==> config.mk <==
export PLATFORM = sky130hd
export DESIGN_NAME = iss_top
export DESIGN_NICKNAME = d
export VERILOG_FILES = /design/src/iss_pkg.sv /design/src/iss_irq.sv /design/src/iss_scl_gen.sv /design/src/iss_top.sv
export SDC_FILE = /design/constraint.sdc
export NUM_CORES = 1
export LEC_CHECK = 0
export ABC_AREA = 1
export BUFFER_PORTS_ARGS = -buffer_cell sky130_fd_sc_hd__buf_2
export CORE_MARGIN = 5
export CORE_UTILIZATION = 58
export CTS_CLUSTER_DIAMETER = 50
export DETAILED_ROUTE_END_ITERATION = 16
export PLACE_DENSITY = 0.87
export RECOVER_POWER = 100
export SETUP_SLACK_MARGIN = 0.5
export SLEW_MARGIN = 20
export SYNTH_ARGS = -nofsm -noshare
export SYNTH_HDL_FRONTEND = slang
export SYNTH_SLANG_ARGS = --single-unit
==> constraint.sdc <==
create_clock -name CLK -period 1.88 [get_ports CLK]
set_input_delay 0.282 -clock CLK [delete_from_list [all_inputs] [get_ports CLK]]
set_output_delay 0.282 -clock CLK [all_outputs]
set_load 0.02 [all_outputs]
==> src/iss_pkg.sv <==
// Register map, field layout and state codes of the status/SCL block
package iss_pkg;

    // ----------------------------------------------------------------
    // Register byte addresses
    // ----------------------------------------------------------------
    localparam logic [7:0] ADDR_CONTROL = 8'hD8;
    localparam logic [7:0] ADDR_STATUS = 8'hD9;
    localparam logic [7:0] ADDR_SCL_HIGH = 8'hDC;
    localparam logic [7:0] ADDR_SCL_LOW = 8'hDD;
    localparam logic [7:0] ADDR_IRQ_STATUS = 8'hE0;
    localparam logic [7:0] ADDR_IRQ_ENABLE = 8'hE4;
    localparam logic [7:0] ADDR_IRQ_CLEAR = 8'hE8;

    // ----------------------------------------------------------------
    // Field layout and reset values
    // ----------------------------------------------------------------
    localparam int CTL_CLOCK_SOURCE_SELECT_BIT = 0;
    localparam int CTL_FLAG_BIT = 3;
    localparam int CTL_ENABLE_BIT = 6;
    localparam int CODE_LSB = 3;
    localparam int CODE_W = 5;
    localparam logic [7:0] STATUS_RESET = 8'h00;
    localparam logic [7:0] CONTROL_RESET = 8'h00;
    localparam logic [7:0] SCL_COUNT_RESET = 8'h00;
    localparam logic [4:0] CODE_IDLE = 5'h1F;
    localparam logic [4:0] CODE_LAST_DEFINED = 5'h18;
    localparam int NUM_CODES = 26;
    localparam int IRQ_W = 2;
    localparam int IRQ_FLAG = 0;
    localparam int IRQ_BADCODE = 1;

    // ----------------------------------------------------------------
    // Carriers
    // ----------------------------------------------------------------
    typedef struct packed {
        logic cyc;
        logic stb;
        logic we;
        logic [7:0] adr;
        logic [7:0] dat;
    } iss_wb_req_t;

    typedef enum logic [1:0] {
        SG_IDLE = 2'b00,
        SG_HIGH = 2'b01,
        SG_LOW = 2'b10
    } iss_sg_state_t;

    // Code 0x1F (F8h) is idle; 0x00..0x18 (00h..C0h) are the 25 defined
    function automatic logic iss_code_defined(input logic [4:0] c);
        return c <= CODE_LAST_DEFINED;
    endfunction

endpackage

==> src/iss_irq.sv <==
// Sticky interrupt status with enable and write-one clear
`timescale 1ns/1ps
module iss_irq
    import iss_pkg::*;
#(
    parameter int W = IRQ_W
)
(
    // Clock and reset
    input wire logic clk,
    input wire logic rst_n,
    // Events and software access
    input wire logic [W-1:0] evt,
    input wire logic [W-1:0] clr,
    input wire logic en_we,
    input wire logic [W-1:0] en_wdat,
    // State
    output logic [W-1:0] status,
    output logic [W-1:0] enable,
    output logic irq
);

    typedef struct packed {
        logic [W-1:0] st;
        logic [W-1:0] en;
    } iss_irq_st_t;

    iss_irq_st_t s_r;
    iss_irq_st_t s_nxt;

    always_comb
    begin
        s_nxt = s_r;
        // Set wins over a clear in the same cycle
        s_nxt.st = (s_r.st & ~clr) | evt;
        if (en_we)
            s_nxt.en = en_wdat;
    end

    always_ff @(posedge clk or negedge rst_n)
    begin
        if (!rst_n)
            s_r <= '0;
        else
            s_r <= s_nxt;
    end

    assign status = s_r.st;
    assign enable = s_r.en;
    assign irq = |(s_r.st & s_r.en);

endmodule

==> src/iss_scl_gen.sv <==
// Serial clock rate generator with internal counts or timer overflow
`timescale 1ns/1ps
module iss_scl_gen
    import iss_pkg::*;
#(
    parameter int CNT_W = 8
)
(
    // Clock and reset
    input wire logic clk,
    input wire logic rst_n,
    // Control
    input wire logic run,
    input wire logic clock_source_select,
    input wire logic timer_ovf,
    input wire logic [CNT_W-1:0] high_cnt,
    input wire logic [CNT_W-1:0] low_cnt,
    // Output
    output logic scl
);

    typedef struct packed {
        iss_sg_state_t st;
        logic [CNT_W-1:0] cnt;
        logic scl;
    } iss_sg_t;

    iss_sg_t s_r;
    iss_sg_t s_nxt;

    always_comb
    begin
        s_nxt = s_r;
        if (!run)
        begin
            s_nxt.st = SG_IDLE;
            s_nxt.scl = 1'b1;
            s_nxt.cnt = '0;
        end
        else if (clock_source_select)
        begin
            s_nxt.st = SG_HIGH;
            if (timer_ovf)
                s_nxt.scl = ~s_r.scl;
        end
        else
        begin
            case (s_r.st)
                SG_IDLE:
                begin
                    s_nxt.st = SG_HIGH;
                    s_nxt.scl = 1'b1;
                    s_nxt.cnt = CNT_W'(1);
                end
                SG_HIGH:
                begin
                    // Counts below one would stall, so treat them as one
                    if (s_r.cnt >= high_cnt)
                    begin
                        s_nxt.st = SG_LOW;
                        s_nxt.scl = 1'b0;
                        s_nxt.cnt = CNT_W'(1);
                    end
                    else
                        s_nxt.cnt = s_r.cnt + CNT_W'(1);
                end
                SG_LOW:
                begin
                    if (s_r.cnt >= low_cnt)
                    begin
                        s_nxt.st = SG_HIGH;
                        s_nxt.scl = 1'b1;
                        s_nxt.cnt = CNT_W'(1);
                    end
                    else
                        s_nxt.cnt = s_r.cnt + CNT_W'(1);
                end
                default:
                    s_nxt.st = SG_IDLE;
            endcase
        end
    end

    always_ff @(posedge clk or negedge rst_n)
    begin
        if (!rst_n)
            s_r <= '{st: SG_IDLE, cnt: '0, scl: 1'b1};
        else
            s_r <= s_nxt;
    end

    assign scl = s_r.scl;

endmodule

==> src/iss_top.sv <==
// Status-code register and SCL rate block with a classic Wishbone slave
//
// Design decision made here: the Wishbone slave port.
`timescale 1ns/1ps
module iss_top
    import iss_pkg::*;
#(
    parameter int CNT_W = 8
)
(
    // Clock and reset
    input wire logic CLK,
    input wire logic RST_N,
    // Wishbone slave
    input wire logic WB_CYC_I,
    input wire logic WB_STB_I,
    input wire logic WB_WE_I,
    input wire logic [7:0] WB_ADR_I,
    input wire logic [0:0] WB_SEL_I,
    input wire logic [7:0] WB_DAT_I,
    output logic [7:0] WB_DAT_O,
    output logic WB_ACK_O,
    // Protocol engine side
    input wire logic STATE_VALID,
    input wire logic [4:0] STATE_CODE,
    input wire logic TIMER1_OVF,
    input wire logic GLOBAL_INT_EN,
    input wire logic IF_INT_EN,
    // Outputs
    output logic SCL_OUT,
    output logic IRQ_REQ,
    output logic IRQ
);

    // ----------------------------------------------------------------
    // Reset release
    // ----------------------------------------------------------------
    logic [1:0] rst_sync_r;
    logic rst_n;

    always_ff @(posedge CLK or negedge RST_N)
    begin
        if (!RST_N)
            rst_sync_r <= 2'b00;
        else
            rst_sync_r <= {rst_sync_r[0], 1'b1};
    end
    assign rst_n = rst_sync_r[1];

    // ----------------------------------------------------------------
    // State
    // ----------------------------------------------------------------
    typedef struct packed {
        logic [7:0] status;
        logic [7:0] control;
        logic [CNT_W-1:0] scl_high;
        logic [CNT_W-1:0] scl_low;
        logic ack;
        logic [7:0] rdata;
    } iss_top_st_t;

    iss_top_st_t s_r;
    iss_top_st_t s_nxt;

    iss_wb_req_t req;
    logic wr_en;
    logic rd_en;
    logic [IRQ_W-1:0] irq_evt;
    logic [IRQ_W-1:0] irq_clr;
    logic [IRQ_W-1:0] irq_status;
    logic [IRQ_W-1:0] irq_enable;
    logic irq_en_we;
    logic entered;

    assign req = '{cyc: WB_CYC_I, stb: WB_STB_I, we: WB_WE_I,
                   adr: WB_ADR_I, dat: WB_DAT_I};
    // One ack per request; the ack cycle itself is not a new request
    assign wr_en = req.cyc && req.stb && req.we && WB_SEL_I[0] && !s_r.ack;
    assign rd_en = req.cyc && req.stb && !req.we && !s_r.ack;

    // A defined state enters when the engine posts a new non-idle code
    assign entered = STATE_VALID && (STATE_CODE != CODE_IDLE)
        && iss_code_defined(STATE_CODE);

    assign irq_evt[IRQ_FLAG] = entered;
    assign irq_evt[IRQ_BADCODE] = STATE_VALID && !iss_code_defined(STATE_CODE)
        && (STATE_CODE != CODE_IDLE);
    assign irq_clr = (wr_en && req.adr == ADDR_IRQ_CLEAR)
        ? req.dat[IRQ_W-1:0] : '0;
    assign irq_en_we = wr_en && (req.adr == ADDR_IRQ_ENABLE);

    // ----------------------------------------------------------------
    // Next state
    // ----------------------------------------------------------------
    always_comb
    begin
        s_nxt = s_r;
        s_nxt.ack = req.cyc && req.stb && !s_r.ack;
        if (STATE_VALID)
        begin
            // Low three bits forced to zero
            s_nxt.status = {STATE_CODE, 3'b000};
        end
        if (wr_en)
        begin
            case (req.adr)
                ADDR_CONTROL:
                begin
                    // Flag may only be cleared by software, never set
                    s_nxt.control = req.dat;
                    s_nxt.control[CTL_FLAG_BIT] =
                        s_r.control[CTL_FLAG_BIT]
                        & req.dat[CTL_FLAG_BIT];
                end
                ADDR_SCL_HIGH:
                    s_nxt.scl_high = req.dat[CNT_W-1:0];
                ADDR_SCL_LOW:
                    s_nxt.scl_low = req.dat[CNT_W-1:0];
                default:
                    s_nxt.control = s_nxt.control;
            endcase
        end
        // Entry sets the flag and outranks a same-cycle clear
        if (entered)
            s_nxt.control[CTL_FLAG_BIT] = 1'b1;
        else if (STATE_VALID && STATE_CODE == CODE_IDLE)
            s_nxt.control[CTL_FLAG_BIT] =
                s_nxt.control[CTL_FLAG_BIT];
        s_nxt.rdata = 8'h00;
        if (rd_en)
        begin
            case (req.adr)
                ADDR_CONTROL:
                    s_nxt.rdata = s_r.control;
                ADDR_STATUS:
                    s_nxt.rdata = s_r.status;
                ADDR_SCL_HIGH:
                    s_nxt.rdata = 8'(s_r.scl_high);
                ADDR_SCL_LOW:
                    s_nxt.rdata = 8'(s_r.scl_low);
                ADDR_IRQ_STATUS:
                    s_nxt.rdata = 8'(irq_status);
                ADDR_IRQ_ENABLE:
                    s_nxt.rdata = 8'(irq_enable);
                default:
                    s_nxt.rdata = 8'h00;
            endcase
        end
    end

    always_ff @(posedge CLK or negedge rst_n)
    begin
        if (!rst_n)
        begin
            s_r.status <= STATUS_RESET;
            s_r.control <= CONTROL_RESET;
            s_r.scl_high <= CNT_W'(SCL_COUNT_RESET);
            s_r.scl_low <= CNT_W'(SCL_COUNT_RESET);
            s_r.ack <= 1'b0;
            s_r.rdata <= 8'h00;
        end
        else
            s_r <= s_nxt;
    end

    // ----------------------------------------------------------------
    // Submodules
    // ----------------------------------------------------------------
    iss_scl_gen #(.CNT_W(CNT_W)) u_scl
    (
        .clk(CLK),
        .rst_n(rst_n),
        .run(s_r.control[CTL_ENABLE_BIT]),
        .clock_source_select(s_r.control[CTL_CLOCK_SOURCE_SELECT_BIT]),
        .timer_ovf(TIMER1_OVF),
        .high_cnt(s_r.scl_high),
        .low_cnt(s_r.scl_low),
        .scl(SCL_OUT)
    );

    iss_irq #(.W(IRQ_W)) u_irq
    (
        .clk(CLK),
        .rst_n(rst_n),
        .evt(irq_evt),
        .clr(irq_clr),
        .en_we(irq_en_we),
        .en_wdat(req.dat[IRQ_W-1:0]),
        .status(irq_status),
        .enable(irq_enable),
        .irq(IRQ)
    );

    // ----------------------------------------------------------------
    // Outputs
    // ----------------------------------------------------------------
    assign IRQ_REQ = s_r.control[CTL_FLAG_BIT] && GLOBAL_INT_EN
        && IF_INT_EN;
    assign WB_ACK_O = s_r.ack;
    assign WB_DAT_O = s_r.rdata;

endmodule

==> out/metrics.yaml <==
yosys:
  synth_commonest_cells: "nand2_1 (91), dfrtp_1 (54), inv_1 (50)"
  synthFlopType: "dfrtp_1"
  synth_edf_count: 0
  syn_avg_cell_area_sq_um: 8.435
  synth_area_leader_cell: "dfrtp_1"
  yosysSeqAreaShare_pct: 41.34
  syn_nets: 447
  ys_types: 41
  yosysMostFrequentCell: "nand2_1"
  ys_ff_latch: 55
  yosys_warnings: 0
  synthArstFlopShare_pct: 100.0
  netlist_instances: 395
  synth.cell_area_sq_um: 3332
  synth_area_leaders: "dfrtp_1 (41%), nand2_1 (10%), ha_1 (7.9%)"
  synth_top_area_share_pct: 40.56
timing:
  period_minus_slack_ns: 1.805
  finalCritPeriodShare_pct: 96.01
  clock_skew_ns: 0.005174
  relSlewSlack_pct: 51.95
  fin_setup_tns_ns: 0
  layout_setup_ws_ns: 0.07507
  hold_viol: 0
  worst_pin_slew_ns: 0.7153
  final_max_slew_viol_count: 0
  setup_violations: 0
  max_freq_mhz: 554.0
  hold-worst-slack_ns: 0.1768
  grt_setup_unrepaired: "yes"
power:
  p_leak_nw: 1.906
  max-vdd-ir-drop_mv: 0.3454
  power.density_nw_per_um2: 553.7
clocking:
  cts_tree: "yes"
  clock-sinks: 55
  cts.root.buffer_cell: "clkbuf_8"
  clkLatencyLatePin_ns: 0.31
  h-tree-depth: 2
  clk_path_buf_depth: 2
  cts.reportedPaths.clkPinSlew_ns: 0.11
  cts_buffers: 5
outcome:
  status: "finished, final reports clean"
placed_design:
  io_buffers: 42
  dpl.hpwl_microns: 5647
  gp_congestion: 0.9474
  pre_cts_ws_ns: 0.1923
  place_area_sq_um: 3580
routing:
  drc: 0
  dr.pass1.iters: 4
  wl_per_cell_microns: 16.66
  vias: 3008
  drt_iter0_markers: 329
  routed_via_density: 5.675
  drtAntennaViolNets: 0
  routed_wl_microns: 8828
setup_path:
  cpLargestDelayFamily: "simple AND/OR/NAND/NOR gates"
  slowest_stage: "dfrtp_1"
  start_kind: "register"
  critical_path_required_ns: 2.09
  endpoint_kind: "register"
  worstPathMaxFanout: 5
  crit_path_max_incr_delay_ns: 0.46
  crit_buf_inv: 1
  cp_common_cell: "nand2_1"
  critPathKind: "reg2reg"
  rrSetupSlack_ns: 0.08
  arrival_ns: 2.02
  crit_chain: "ha_2 > inv_1 > o21bai_1 > nand2_1 > nand2_1 > nand2_2 > nand3_4 > nand2_4 > nand3b_1 > o21ai_2"
grt:
  grt_use_total_pct: 24.25
  antenna_found_initial: 0
  grt_overflow: 0
  grt_pass1_wl_microns: 14100
  grt_max_degree: 54
  grt_pass1_vias: 2954
die:
  initial_core_util_pct: 60.14
  pin_count: 43
  die_h_microns: 85.80
  die_area_sq_um: 7361
  rows: 27
  die_w_microns: 85.80
  design.core.area_sq_um: 5540
cells_and_area:
  n_antenna_cell: 0
  synthToLayoutAreaGrowth_pct: 18.63
  design_area_sq_um: 3953
  fin_util_pct: 71.34
  nFillCells: 401
  final_nets: 509
  multi_input_area_sq_um: 1768
  drive_gt1_share_pct: 29.91
  ff_latch_area_sq_um: 1384
run:
  cap_viol_max_count: 0
min_path:
  worstHoldPathType: "in2reg"
[what timing repair did]
action	in CTS	in global routing
setup buffers	19	2
hold buffers	1	0
resized for setup	32	18
endpoints found under the setup margin	13	31
pin swaps	19	16
endpoints found under the hold margin	2	0
cloned	1	0
[per-stage QoR]
step	instances	power, mW
after floorplan	395	1.322
after global placement	499	1.384
after detailed placement	499	1.389
after CTS	528	2.202
after global routing	530	2.262
final	530	2.188
[state kept, by name, indices dropped and copies added, names as in the netlist]
signal	cells
u_irq.enable	2
WB_DAT_O	8
WB_ACK_O	1
s_r	29
u_scl.s_r	10
rst_sync_r	2
u_irq.status	2
u_scl.scl	1
[worst paths after layout]
kind,from,cells after the start,endpoint
worst min register to register,rst_sync_r[0]$_DFF_PN0_,0,rst_sync_r[1]$_DFF_PN0_
worst max-delay path,u_scl.s_r[2]$_DFFE_PN0P_,10,u_scl.s_r[6]$_DFFE_PN0P_
worst max register to register,u_scl.s_r[2]$_DFFE_PN0P_,10,u_scl.s_r[6]$_DFFE_PN0P_
max in group asynchronous,rst_sync_r[1]$_DFF_PN0_,1,u_scl.s_r[3]$_DFFE_PN0P_
worst min-delay path,WB_DAT_I[0],3,u_irq.enable[0]$_DFFE_PN0P_
min in group asynchronous,RST_N,2,rst_sync_r[0]$_DFF_PN0_
[cell usage in the layout (no fill, tap or decap), drive strengths merged, types with 2 or more instances in the layout]
cell type	instances
nand2	106
a21oi	16
buf	52
xnor2	2
xor2	3
clkinv	4
clkbuf	18
nand3b	4
nor3	6
nor2	32
nand4	7
a21o	3
o21ai	40
a31oi	2
inv	52
dfrtp	54
o21bai	2
nand3	20
ha	21
o22ai	4
[kinds of logic after synthesis]
kind of cell               count (synthesis)  share of synthesized area, %
buffers and inverters                     66                         9.238
and+or+nand+nor                          177                         26.02
other                                      1                        0.1125
adders and majority gates                 21                         7.886
xor gates and xnor gates                   5                         1.315
AOI/OAI and AO/OA                         69                         13.74
DFF                                       55                         41.34
muxes                                      1                        0.3379
[power breakdown]
part           internal [mW]  leakage (nW)  switching [mW]
Sequential              1.20         0.721         0.00763
Clock                  0.405        0.0587           0.418
Combinational         0.0551          1.13           0.104
[worst reg2reg max path, delay by kind of cell, from the launching register on]
kind / cells / cell delay, ns
AND/OR/NAND/NOR: 6 / 0.61
AO/OA/AOI/OAI: 2 / 0.23
flip-flops: 1 / 0.46
adder cells (fa/ha/maj): 1 / 0.36
buffers and inverters: 1 / 0.04
[area by class of cell]
cell class,count,area share (%)
multi-input combinational,275,44.73
sequential,55,35.01
timing repair buffer,66,9.623
inverter,54,5.413
tap,72,2.279
clock buffer,5,1.741
clock inverter,3,1.203
[routing by layer]
metal  vias to the layer above  wire length [microns]  global-route usage [%]
li1                       1398                      -                       -
met1                      1435                   3615                   31.43
met2                       147                   4328                   40.82
met3                        28                    645                   4.131
met4                         0                    239                   8.777
met5                         -                      0                       0
Power figures use the tool's default switching activity.
